File: src/fmd_pkg.sv
package fmd_pkg;

  typedef enum logic [3:0] {
    OP_MUL_HILO          = 4'h0,
    OP_MUL_ACCUMULATE    = 4'h1,
    OP_MUL_SUBTRACT      = 4'h2,
    OP_MUL_TO_GPR        = 4'h3,
    OP_DIVIDE            = 4'h4,
    OP_READ_RESULT_HIGH  = 4'h5,
    OP_READ_RESULT_LOW   = 4'h6,
    OP_WRITE_RESULT_HIGH = 4'h7,
    OP_WRITE_RESULT_LOW  = 4'h8
  } fmd_op_t;

  typedef struct packed {
    fmd_op_t     op;
    logic        isSigned;
    logic [31:0] firstSource;
    logic [31:0] secondSource;
  } fmd_issue_t;

  typedef enum logic [3:0] {
    DV_IDLE  = 4'b0001,
    DV_RSADJ = 4'b0010,
    DV_ITER  = 4'b0100,
    DV_SIGN  = 4'b1000
  } fmd_div_state_t;

  localparam logic [1:0]  MUL_GPR_STALL_NARROW = 2'h1;
  localparam logic [1:0]  MUL_GPR_STALL_WIDE   = 2'h2;
  localparam int          CHUNK_SHIFT          = 16;
  localparam logic [5:0]  DIV_BITS_8           = 6'h08;
  localparam logic [5:0]  DIV_BITS_16          = 6'h10;
  localparam logic [5:0]  DIV_BITS_24          = 6'h18;
  localparam logic [5:0]  DIV_BITS_32          = 6'h20;
  localparam logic [63:0] HILO_RESET           = 64'h0;
  localparam logic [31:0] GPR_DATA_RESET       = 32'h0;

endpackage : fmd_pkg

File: src/fmd_muldiv_unit.sv
// Function
// RL1 - own pipeline, advances despite integer stalls
// RL2 - 32x16 array, one or two passes
// RL3 - width chosen from second source value
// RL4 - narrow every clock, wide every other
// RL5 - non-restoring divide, one bit per clock
// RL6 - early skip; unsigned 9/17/25/33 clocks
// RL7 - divide in progress stalls further issue
// RL8 - sign adjust adds a clock unless positive
// RL9 - wide product stalls dependent follower once
// RL10 - gpr multiply stalls one or two cycles
// RL11 - dependent next instruction adds one stall
// RL12 - gpr multiply result latency two clocks; wide takes three clocks here
// RL13 - accumulate repeat rate one or two
// RL14 - start computing at end of execute
// RL15 - narrow one clock per stage, wide two
// RL16 - products written to hi/lo in writeback
// RL17 - unit may run out of step afterwards
// RL18 - width: second source mult, dividend divide
// RL19 - gpr result arbitrates port, holds pipeline
// RL20 - hi/lo read two, write one clock
`timescale 1ns/1ps
`default_nettype none

module fmd_muldiv_unit (
  input  wire logic                core_clk,
  input  wire logic                sys_rst,
  input  wire logic                issueValid,
  input  wire fmd_pkg::fmd_issue_t issueOp,
  input  wire logic                nextUsesMulResult,
  input  wire logic                gprWrGrant,
  output logic                     intStall,
  output logic                     gprWrReq,
  output logic                     gprValid,
  output logic [31:0]              gprData,
  output logic [31:0]              resultHigh,
  output logic [31:0]              resultLow,
  output logic                     divBusy
);
  import fmd_pkg::*;

  function automatic logic [63:0] partProd(input logic [31:0] a, input logic [15:0] c,
                                           input logic aSigned, input logic cSigned);
    logic signed [32:0] ax;
    logic signed [16:0] cx;
    logic signed [49:0] p;
    ax = {aSigned & a[31], a};
    cx = {cSigned & c[15], c};
    p = ax * cx;
    return {{14{p[49]}}, p};
  endfunction : partProd

  // unit multiply stage and add stage
  logic        mValid, next_mValid;
  fmd_issue_t  mOp, next_mOp;
  logic        mWide, next_mWide;
  logic        mPass, next_mPass;
  logic [63:0] mProd, next_mProd;
  logic        aValid, next_aValid;
  fmd_issue_t  aOp, next_aOp;
  logic [63:0] aProd, next_aProd;
  // result pair and integer return
  logic [63:0] hilo, next_hilo;
  logic        next_gprValid;
  logic [31:0] next_gprData;
  // divider
  fmd_div_state_t divState, next_divState;
  logic [5:0]  divCnt, next_divCnt;
  // one bit above the sign: a divisor with its top bit set doubles past 32 bits
  logic [33:0] divRem, next_divRem;
  logic [31:0] divQuot, next_divQuot;
  logic [31:0] divDsr, next_divDsr;
  logic [31:0] divDvd, next_divDvd;
  logic        divNegQ, next_divNegQ;
  logic        divNegR, next_divNegR;
  // register-targeting stall counter
  logic [1:0]  gprStallCnt, next_gprStallCnt;
  logic        gprExtraOk, next_gprExtraOk;

  logic        issueNarrow, issueIsDiv, accept, mDone, aNeedsPort;
  logic        aHold, aFree, mAdvance, mFree;
  logic [31:0] aGprValue, iterQuot, dvdMag;
  logic [33:0] iterShift, iterRem, remFixed;

  // the second source value, read signed or unsigned, decides the pass count
  assign issueNarrow = issueOp.isSigned ?
                       (issueOp.secondSource[31:15] == {17{issueOp.secondSource[15]}}) :
                       (issueOp.secondSource[31:16] == 16'h0); // RL3 RL18

  assign issueIsDiv = (issueOp.op == OP_DIVIDE);
  assign divBusy    = (divState != DV_IDLE);
  assign mDone      = !mWide || mPass; // RL15
  assign aNeedsPort = aValid && ((aOp.op == OP_MUL_TO_GPR) ||
                                 (aOp.op == OP_READ_RESULT_HIGH) ||
                                 (aOp.op == OP_READ_RESULT_LOW));
  assign aHold      = aNeedsPort && !gprWrGrant; // RL19
  assign aFree      = !aValid || !aHold;
  assign mAdvance   = mValid && mDone && aFree;
  assign mFree      = !mValid || mAdvance;
  assign gprWrReq   = aNeedsPort; // RL19

  // wide first pass keeps the multiply stage busy, so a non-divide follower waits
  always_comb begin
    intStall = 1'b0;
    if (gprStallCnt != 2'h0) begin
      intStall = 1'b1; // RL10 RL11
    end else if (issueValid && divBusy) begin
      intStall = 1'b1; // RL7
    end else if (issueValid && !issueIsDiv && !mFree) begin
      intStall = 1'b1; // RL4 RL9 RL13
    end
  end

  assign accept = issueValid && !intStall; // RL14

  // stall counter for the register-targeting multiply
  always_comb begin
    next_gprStallCnt = gprStallCnt;
    next_gprExtraOk  = gprExtraOk;
    if (accept && (issueOp.op == OP_MUL_TO_GPR)) begin
      next_gprStallCnt = issueNarrow ? MUL_GPR_STALL_NARROW : MUL_GPR_STALL_WIDE; // RL10
      next_gprExtraOk  = 1'b1;
    end else if (gprStallCnt == 2'h1) begin
      if (gprExtraOk && nextUsesMulResult) begin
        next_gprExtraOk = 1'b0; // RL11
      end else begin
        next_gprStallCnt = 2'h0;
        next_gprExtraOk  = 1'b0;
      end
    end else if (gprStallCnt != 2'h0) begin
      next_gprStallCnt = gprStallCnt - 2'h1;
    end
  end

  always_ff @(posedge core_clk) begin
    if (sys_rst) begin
      gprStallCnt <= 2'h0;
      gprExtraOk  <= 1'b0;
    end else begin
      gprStallCnt <= next_gprStallCnt;
      gprExtraOk  <= next_gprExtraOk;
    end
  end

  // multiply pipeline; no integer stall input, so it freezes only while a register write waits for the port
  always_comb begin
    next_mValid = mValid;
    next_mOp    = mOp;
    next_mWide  = mWide;
    next_mPass  = mPass;
    next_mProd  = mProd;
    next_aValid = aValid;
    next_aOp    = aOp;
    next_aProd  = aProd;
    if (mValid && !mDone) begin
      next_mPass = 1'b1; // RL2 RL15
      next_mProd = mProd + (partProd(mOp.firstSource, mOp.secondSource[31:16],
                                     mOp.isSigned, mOp.isSigned) << CHUNK_SHIFT); // RL2
    end
    if (aFree) begin
      next_aValid = mAdvance; // RL1 RL17
      if (mAdvance) begin
        next_aOp   = mOp;
        next_aProd = mProd;
      end
    end
    if (mFree) begin
      next_mValid = accept && !issueIsDiv;
      if (accept && !issueIsDiv) begin
        next_mOp   = issueOp;
        next_mWide = !issueNarrow && (issueOp.op <= OP_MUL_TO_GPR);
        next_mPass = 1'b0;
        next_mProd = partProd(issueOp.firstSource, issueOp.secondSource[15:0],
                              issueOp.isSigned, issueOp.isSigned && issueNarrow); // RL2
      end
    end
  end

  always_ff @(posedge core_clk) begin
    if (sys_rst) begin
      mValid <= 1'b0;
      mOp    <= '0;
      mWide  <= 1'b0;
      mPass  <= 1'b0;
      mProd  <= HILO_RESET;
      aValid <= 1'b0;
      aOp    <= '0;
      aProd  <= HILO_RESET;
    end else begin
      mValid <= next_mValid;
      mOp    <= next_mOp;
      mWide  <= next_mWide;
      mPass  <= next_mPass;
      mProd  <= next_mProd;
      aValid <= next_aValid;
      aOp    <= next_aOp;
      aProd  <= next_aProd;
    end
  end

  // divider datapath, positive magnitudes only
  assign dvdMag    = (divDvd[31] && divNegR) ? (32'h0 - divDvd) : divDvd;
  assign iterShift = {divRem[32:0], divQuot[31]};
  assign iterRem   = divRem[33] ? (iterShift + {2'b0, divDsr})
                                : (iterShift - {2'b0, divDsr}); // RL5
  assign iterQuot  = {divQuot[30:0], ~iterRem[33]}; // RL5
  assign remFixed  = iterRem[33] ? (iterRem + {2'b0, divDsr}) : iterRem;

  always_comb begin
    next_divState = divState;
    next_divCnt   = divCnt;
    next_divRem   = divRem;
    next_divQuot  = divQuot;
    next_divDsr   = divDsr;
    next_divDvd   = divDvd;
    next_divNegQ  = divNegQ;
    next_divNegR  = divNegR;
    case (divState)
      DV_IDLE: begin
        if (accept && issueIsDiv) begin
          next_divState = DV_RSADJ;
          next_divDvd   = issueOp.firstSource;
          next_divNegR  = issueOp.isSigned && issueOp.firstSource[31];
          next_divNegQ  = issueOp.isSigned &&
                          (issueOp.firstSource[31] ^ issueOp.secondSource[31]);
          next_divDsr   = (issueOp.isSigned && issueOp.secondSource[31]) ?
                          (32'h0 - issueOp.secondSource) : issueOp.secondSource;
        end
      end
      DV_RSADJ: begin
        // adjust cycle is spent even for a positive dividend
        next_divState = DV_ITER;
        next_divRem   = 34'h0;
        if (dvdMag[31:8] == 24'h0) begin
          next_divCnt  = DIV_BITS_8; // RL6 RL18
          next_divQuot = dvdMag << 24;
        end else if (dvdMag[31:16] == 16'h0) begin
          next_divCnt  = DIV_BITS_16; // RL6
          next_divQuot = dvdMag << 16;
        end else if (dvdMag[31:24] == 8'h0) begin
          next_divCnt  = DIV_BITS_24; // RL6
          next_divQuot = dvdMag << 8;
        end else begin
          next_divCnt  = DIV_BITS_32;
          next_divQuot = dvdMag;
        end
      end
      DV_ITER: begin
        next_divCnt  = divCnt - 6'h1;
        next_divQuot = iterQuot;
        next_divRem  = iterRem;
        if (divCnt == 6'h1) begin
          next_divRem = remFixed;
          // sign stage only when some operand was negative
          next_divState = (divNegQ || divNegR) ? DV_SIGN : DV_IDLE; // RL8
        end
      end
      DV_SIGN: begin
        next_divState = DV_IDLE; // RL8
      end
      default: next_divState = DV_IDLE;
    endcase
  end

  always_ff @(posedge core_clk) begin
    if (sys_rst) begin
      divState <= DV_IDLE;
      divCnt   <= 6'h0;
      divRem   <= 34'h0;
      divQuot  <= 32'h0;
      divDsr   <= 32'h0;
      divDvd   <= 32'h0;
      divNegQ  <= 1'b0;
      divNegR  <= 1'b0;
    end else begin
      divState <= next_divState;
      divCnt   <= next_divCnt;
      divRem   <= next_divRem;
      divQuot  <= next_divQuot;
      divDsr   <= next_divDsr;
      divDvd   <= next_divDvd;
      divNegQ  <= next_divNegQ;
      divNegR  <= next_divNegR;
    end
  end

  // result pair: add stage result lands on the next edge (writeback)
  always_comb begin
    next_hilo = hilo;
    aGprValue = aProd[31:0];
    if (aValid) begin
      case (aOp.op)
        OP_MUL_HILO:          next_hilo = aProd; // RL16
        OP_MUL_ACCUMULATE:    next_hilo = hilo + aProd; // RL13 RL16
        OP_MUL_SUBTRACT:      next_hilo = hilo - aProd; // RL13 RL16
        OP_WRITE_RESULT_HIGH: next_hilo = {aOp.firstSource, hilo[31:0]}; // RL20
        OP_WRITE_RESULT_LOW:  next_hilo = {hilo[63:32], aOp.firstSource}; // RL20
        OP_READ_RESULT_HIGH:  aGprValue = hilo[63:32]; // RL20
        OP_READ_RESULT_LOW:   aGprValue = hilo[31:0]; // RL20
        default: next_hilo = hilo;
      endcase
    end
    if (divState == DV_ITER && divCnt == 6'h1 && !divNegQ && !divNegR) begin
      next_hilo = {remFixed[31:0], iterQuot}; // RL6 RL8
    end else if (divState == DV_SIGN) begin
      next_hilo = {divNegR ? (32'h0 - divRem[31:0]) : divRem[31:0],
                   divNegQ ? (32'h0 - divQuot) : divQuot}; // RL8
    end
  end

  // integer return is registered once the write port is granted
  always_comb begin
    next_gprValid = aNeedsPort && gprWrGrant; // RL12 RL19
    next_gprData  = gprData;
    if (aNeedsPort && gprWrGrant) begin
      next_gprData = aGprValue; // RL12 RL20
    end
  end

  always_ff @(posedge core_clk) begin
    if (sys_rst) begin
      hilo     <= HILO_RESET;
      gprValid <= 1'b0;
      gprData  <= GPR_DATA_RESET;
    end else begin
      hilo     <= next_hilo;
      gprValid <= next_gprValid;
      gprData  <= next_gprData;
    end
  end

  assign resultHigh = hilo[63:32];
  assign resultLow  = hilo[31:0];

endmodule : fmd_muldiv_unit

`default_nettype wire

File: config.mk
export PLATFORM = sky130hd
export DESIGN_NAME = fmd_muldiv_unit
export DESIGN_NICKNAME = d
export VERILOG_FILES = /design/src/fmd_pkg.sv /design/src/fmd_muldiv_unit.sv
export SDC_FILE = /design/constraint.sdc
export NUM_CORES = 2
export LEC_CHECK = 0
export ABC_AREA = 1
export BUFFER_PORTS_ARGS = -buffer_cell sky130_fd_sc_hd__buf_4
export CORE_ASPECT_RATIO = 1.1
export CORE_MARGIN = 1
export CORE_UTILIZATION = 30
export DETAILED_ROUTE_END_ITERATION = 6
export SLEW_MARGIN = 30
export SYNTH_ARGS = -nofsm -noshare
export SYNTH_HDL_FRONTEND = slang
export SYNTH_SLANG_ARGS = --single-unit
File: constraint.sdc
create_clock -name core_clk -period 8.5 [get_ports core_clk]
set_clock_uncertainty 0.1 [all_clocks]
set_input_delay 0.425 -clock core_clk [delete_from_list [all_inputs] [get_ports core_clk]]
set_output_delay 0.425 -clock core_clk [all_outputs]
set_load 0.005 [all_outputs]
==> flow_metrics.tcl <==
set metrics [dict create \
    p_clk_share_pct 8.6 \
    ant_nets 0 \
    clockRootBuffer "clkbuf_16" \
    cp-end-kind "flip-flop" \
    placementRows 197 \
    synth-seq-area-share_pct 11.7 \
    clock_path_buffers 3 \
    antenna_found_initial 13 \
    min_period_ns 8.25 \
    async_flop_share_pct 0 \
    stdcell_area_um2 87800 \
    hpwlAfterDp_mm 294 \
    viasPerCell 5.11 \
    first_global_vias 77500 \
    syn_nets 13500 \
    p_per_area_nw_per_um2 346 \
    initial_utilization_pct 30.3 \
    drv_cap 0 \
    grt_max_degree 113 \
    critical_path.max_stage_delay_ns 0.57 \
    setup_violations 0 \
    synth_ff_type "dfxtp_1" \
    nets 13400 \
    wl_per_cell_um 22.8 \
    vias 78800 \
    ir_worst_vdd_uv 861 \
    seq_power_share_pct 10.4 \
    violations "DRC" \
    area_growth_pct 10.4 \
    p_sw_share_pct 60.3 \
    finalHoldViolCount 0 \
    leakage_nw 45.4 \
    insertion_delay_ns 0.73 \
    worstMarginPinSlew_ns 1.04 \
    drtIter0Drc 8119 \
    cts-buffers-inserted 57 \
    cp-start-kind "flip-flop" \
    crit_required_ns 8.96 \
    coreArea_um2 263000 \
    placed_area_um2 85200 \
    slew_headroom_pct 30.1 \
    io_pins 174 \
    synth_top_area_share_pct 26.7 \
    post_route_cells_drive_above_1_share_pct 5.53 \
    crit_type "flip-flop to flip-flop" \
    synth_edf_count 0 \
    synth_area_um2 79500 \
    pre_cts_ws_ns 0.105 \
    wirelength_mm 352 \
    synthTopCellsByArea "fa_1 (27%), nand2_1 (14%), inv_1 (12%), dfxtp_1 (12%), ha_1 (6.6%)" \
    die_x_um 493 \
    path_clk_slew_ns 0.06 \
    power_mw 30.4 \
    track_usage_pct 25.9 \
    cts_tree "built" \
    ys_ff_latch 463 \
    cts_sinks 463 \
    fmax_mhz 121 \
    die_y_um 542 \
    intPower_mw 12.1 \
    portBuffers 173 \
    combPwrFrac_pct 80.9 \
    status "complete, but fails checks" \
    drv_slew 0 \
    slowest_stage "fa_1" \
    first_pass_iters 7 \
    ys_types 57 \
    grt.overflow.total 0 \
    timing.final.ws_setup_ns 0.253 \
    grt_pass1_wl_mm 513 \
    htreeDepth 2 \
    yosysWarnings 0 \
    critical_path_arrival_ns 8.71 \
    synth_top_cell_by_area "fa_1" \
    p_sw_mw 18.3 \
    fin_tns_setup_ns 0 \
    dieArea_um2 267000 \
    hold_path.class "input port to flip-flop" \
    drc 7 \
    period_share_pct 97.0 \
    finalWeightedCongestion 1.04 \
    path_max_fanout 17 \
    synthCells 11900 \
    syn_avg_cell_area_um2 6.68 \
]
==> path summary, 6_finish.rpt <==
path	from	slack [ns]	cells past startpoint	endpoint
max	mOp[20]$_SDFFE_PP0P_	0.25	33	mProd[59]$_SDFF_PP0_
min	issueOp[17]	0.03	3	divDsr[17]$_SDFFE_PP0P_
max reg2reg	mOp[20]$_SDFFE_PP0P_	0.25	33	mProd[59]$_SDFF_PP0_
min reg2reg	gprData[30]$_SDFFE_PP0P_	0.36	2	gprData[30]$_SDFFE_PP0P_
==> metrics by stage <==
step                instances  hold slack, ns  utilization [%]
CTS                     15400         0.00739             33.2
detailed placement      15300           0.347             32.4
global route            15400          0.0162             33.4
floorplan               11900           0.323                -
finish                  15400          0.0326             33.4
global placement        15300           0.346             32.4
==> critical path: cells and delay by family (launching register included) <==
kind                       cells  cell delay (ns)
adders and majority gates      8             3.92
AOI/OAI and AO/OA              5             1.43
and+or+nand+nor               12             1.29
buffers and inverters          7             0.59
DFF                            1             0.43
xor gates and xnor gates       1             0.32
==> area by class of cell <==
| type | instances | area [µm²] |
|---|---|---|
| diodes | 13 | 32.5 |
| clock buffers | 74 | 1580 |
| clock inverters | 34 | 385 |
| fillers | 29000 | 175000 |
| inverters | 2611 | 9810 |
| multi-input cells | 8317 | 58700 |
| flip-flops and latches | 463 | 9320 |
| well taps | 3482 | 4360 |
| repair buffers | 437 | 3610 |
==> state kept, by name, indices dropped and copies added (netlist names), 32 cells and up <==
register	count
aOp	36
aProd	64
divDsr	32
divDvd	32
divQuot	32
divRem	34
gprData	32
hilo	64
mOp	53
mProd	64
==> cell usage after synthesis, types with 83 or more instances <==
master	number
nand3_1	513
inv_1	2595
xor2_1	213
nand4_1	110
dfxtp_1	463
a21oi_1	690
a31oi_1	91
nor2_1	829
ha_1	421
o21ai_0	614
nor3_1	83
fa_1	1062
clkbuf_1	443
nand2_1	3058
==> logic make-up (layout without fill, tap and decap cells) <==
group                    Yosys count  in the layout  synth area share, %
XOR/XNOR                         292            292                 3.22
flip-flops                       463            463                 11.7
multiplexers                       1              1               0.0126
buffers and inverters           3131           3156                 14.9
AND/OR/NAND/NOR                 4739           4739                 24.2
adder cells (fa/ha/maj)         1483           1483                 33.4
other                              0             13                    0
AO/OA/AOI/OAI                   1802           1802                 12.6
==> layout by cell type (no fill, tap or decap), types with 34 or more instances in the layout <==
cell          n
xor2_1      210
a21oi_1     686
o22ai_1      80
o211ai_1     36
a31oi_1      89
clkbuf_16    61
a221oi_1     34
dfxtp_1     440
o21bai_1     43
a211oi_1     44
nand3_1     512
nand4_1     110
o21ai_0     608
fa_1       1062
nand2_1    3055
inv_1      2593
nand3b_1     36
nor2_1      821
ha_1        415
nor4_1       41
o21ai_1      45
nor3_1       81
xnor2_1      75
buf_4       399
a21o_1       45
==> routing by layer <==
layer	vias to the layer above	track usage (%)	share of wire, %
li1	36500	-	-
met1	38200	33.2	41
met2	3398	41.3	44
met3	744	3.74	7.8
met4	6	14.9	6.9
met5	-	0	0.013
==> power by group through the flow <==
stage | Clock [mW] | Combinational, mW | Sequential (mW)
floorplan | 0 | 14.9 | 2.71
global placement | 0 | 23.9 | 3.15
detailed placement | 0 | 23.9 | 3.15
CTS | 2.65 | 24.0 | 3.10
global route | 2.73 | 26.8 | 3.16
finish | 2.63 | 24.6 | 3.17
==> timing repair <==
action,in CTS,in global routing
setup buffers,0,2
setup endpoints to repair,0,22
gates resized for setup,0,80
endpoints found under the hold margin,14,0
hold buffers,12,0
Note: power is estimated with default switching activity, not from simulation.
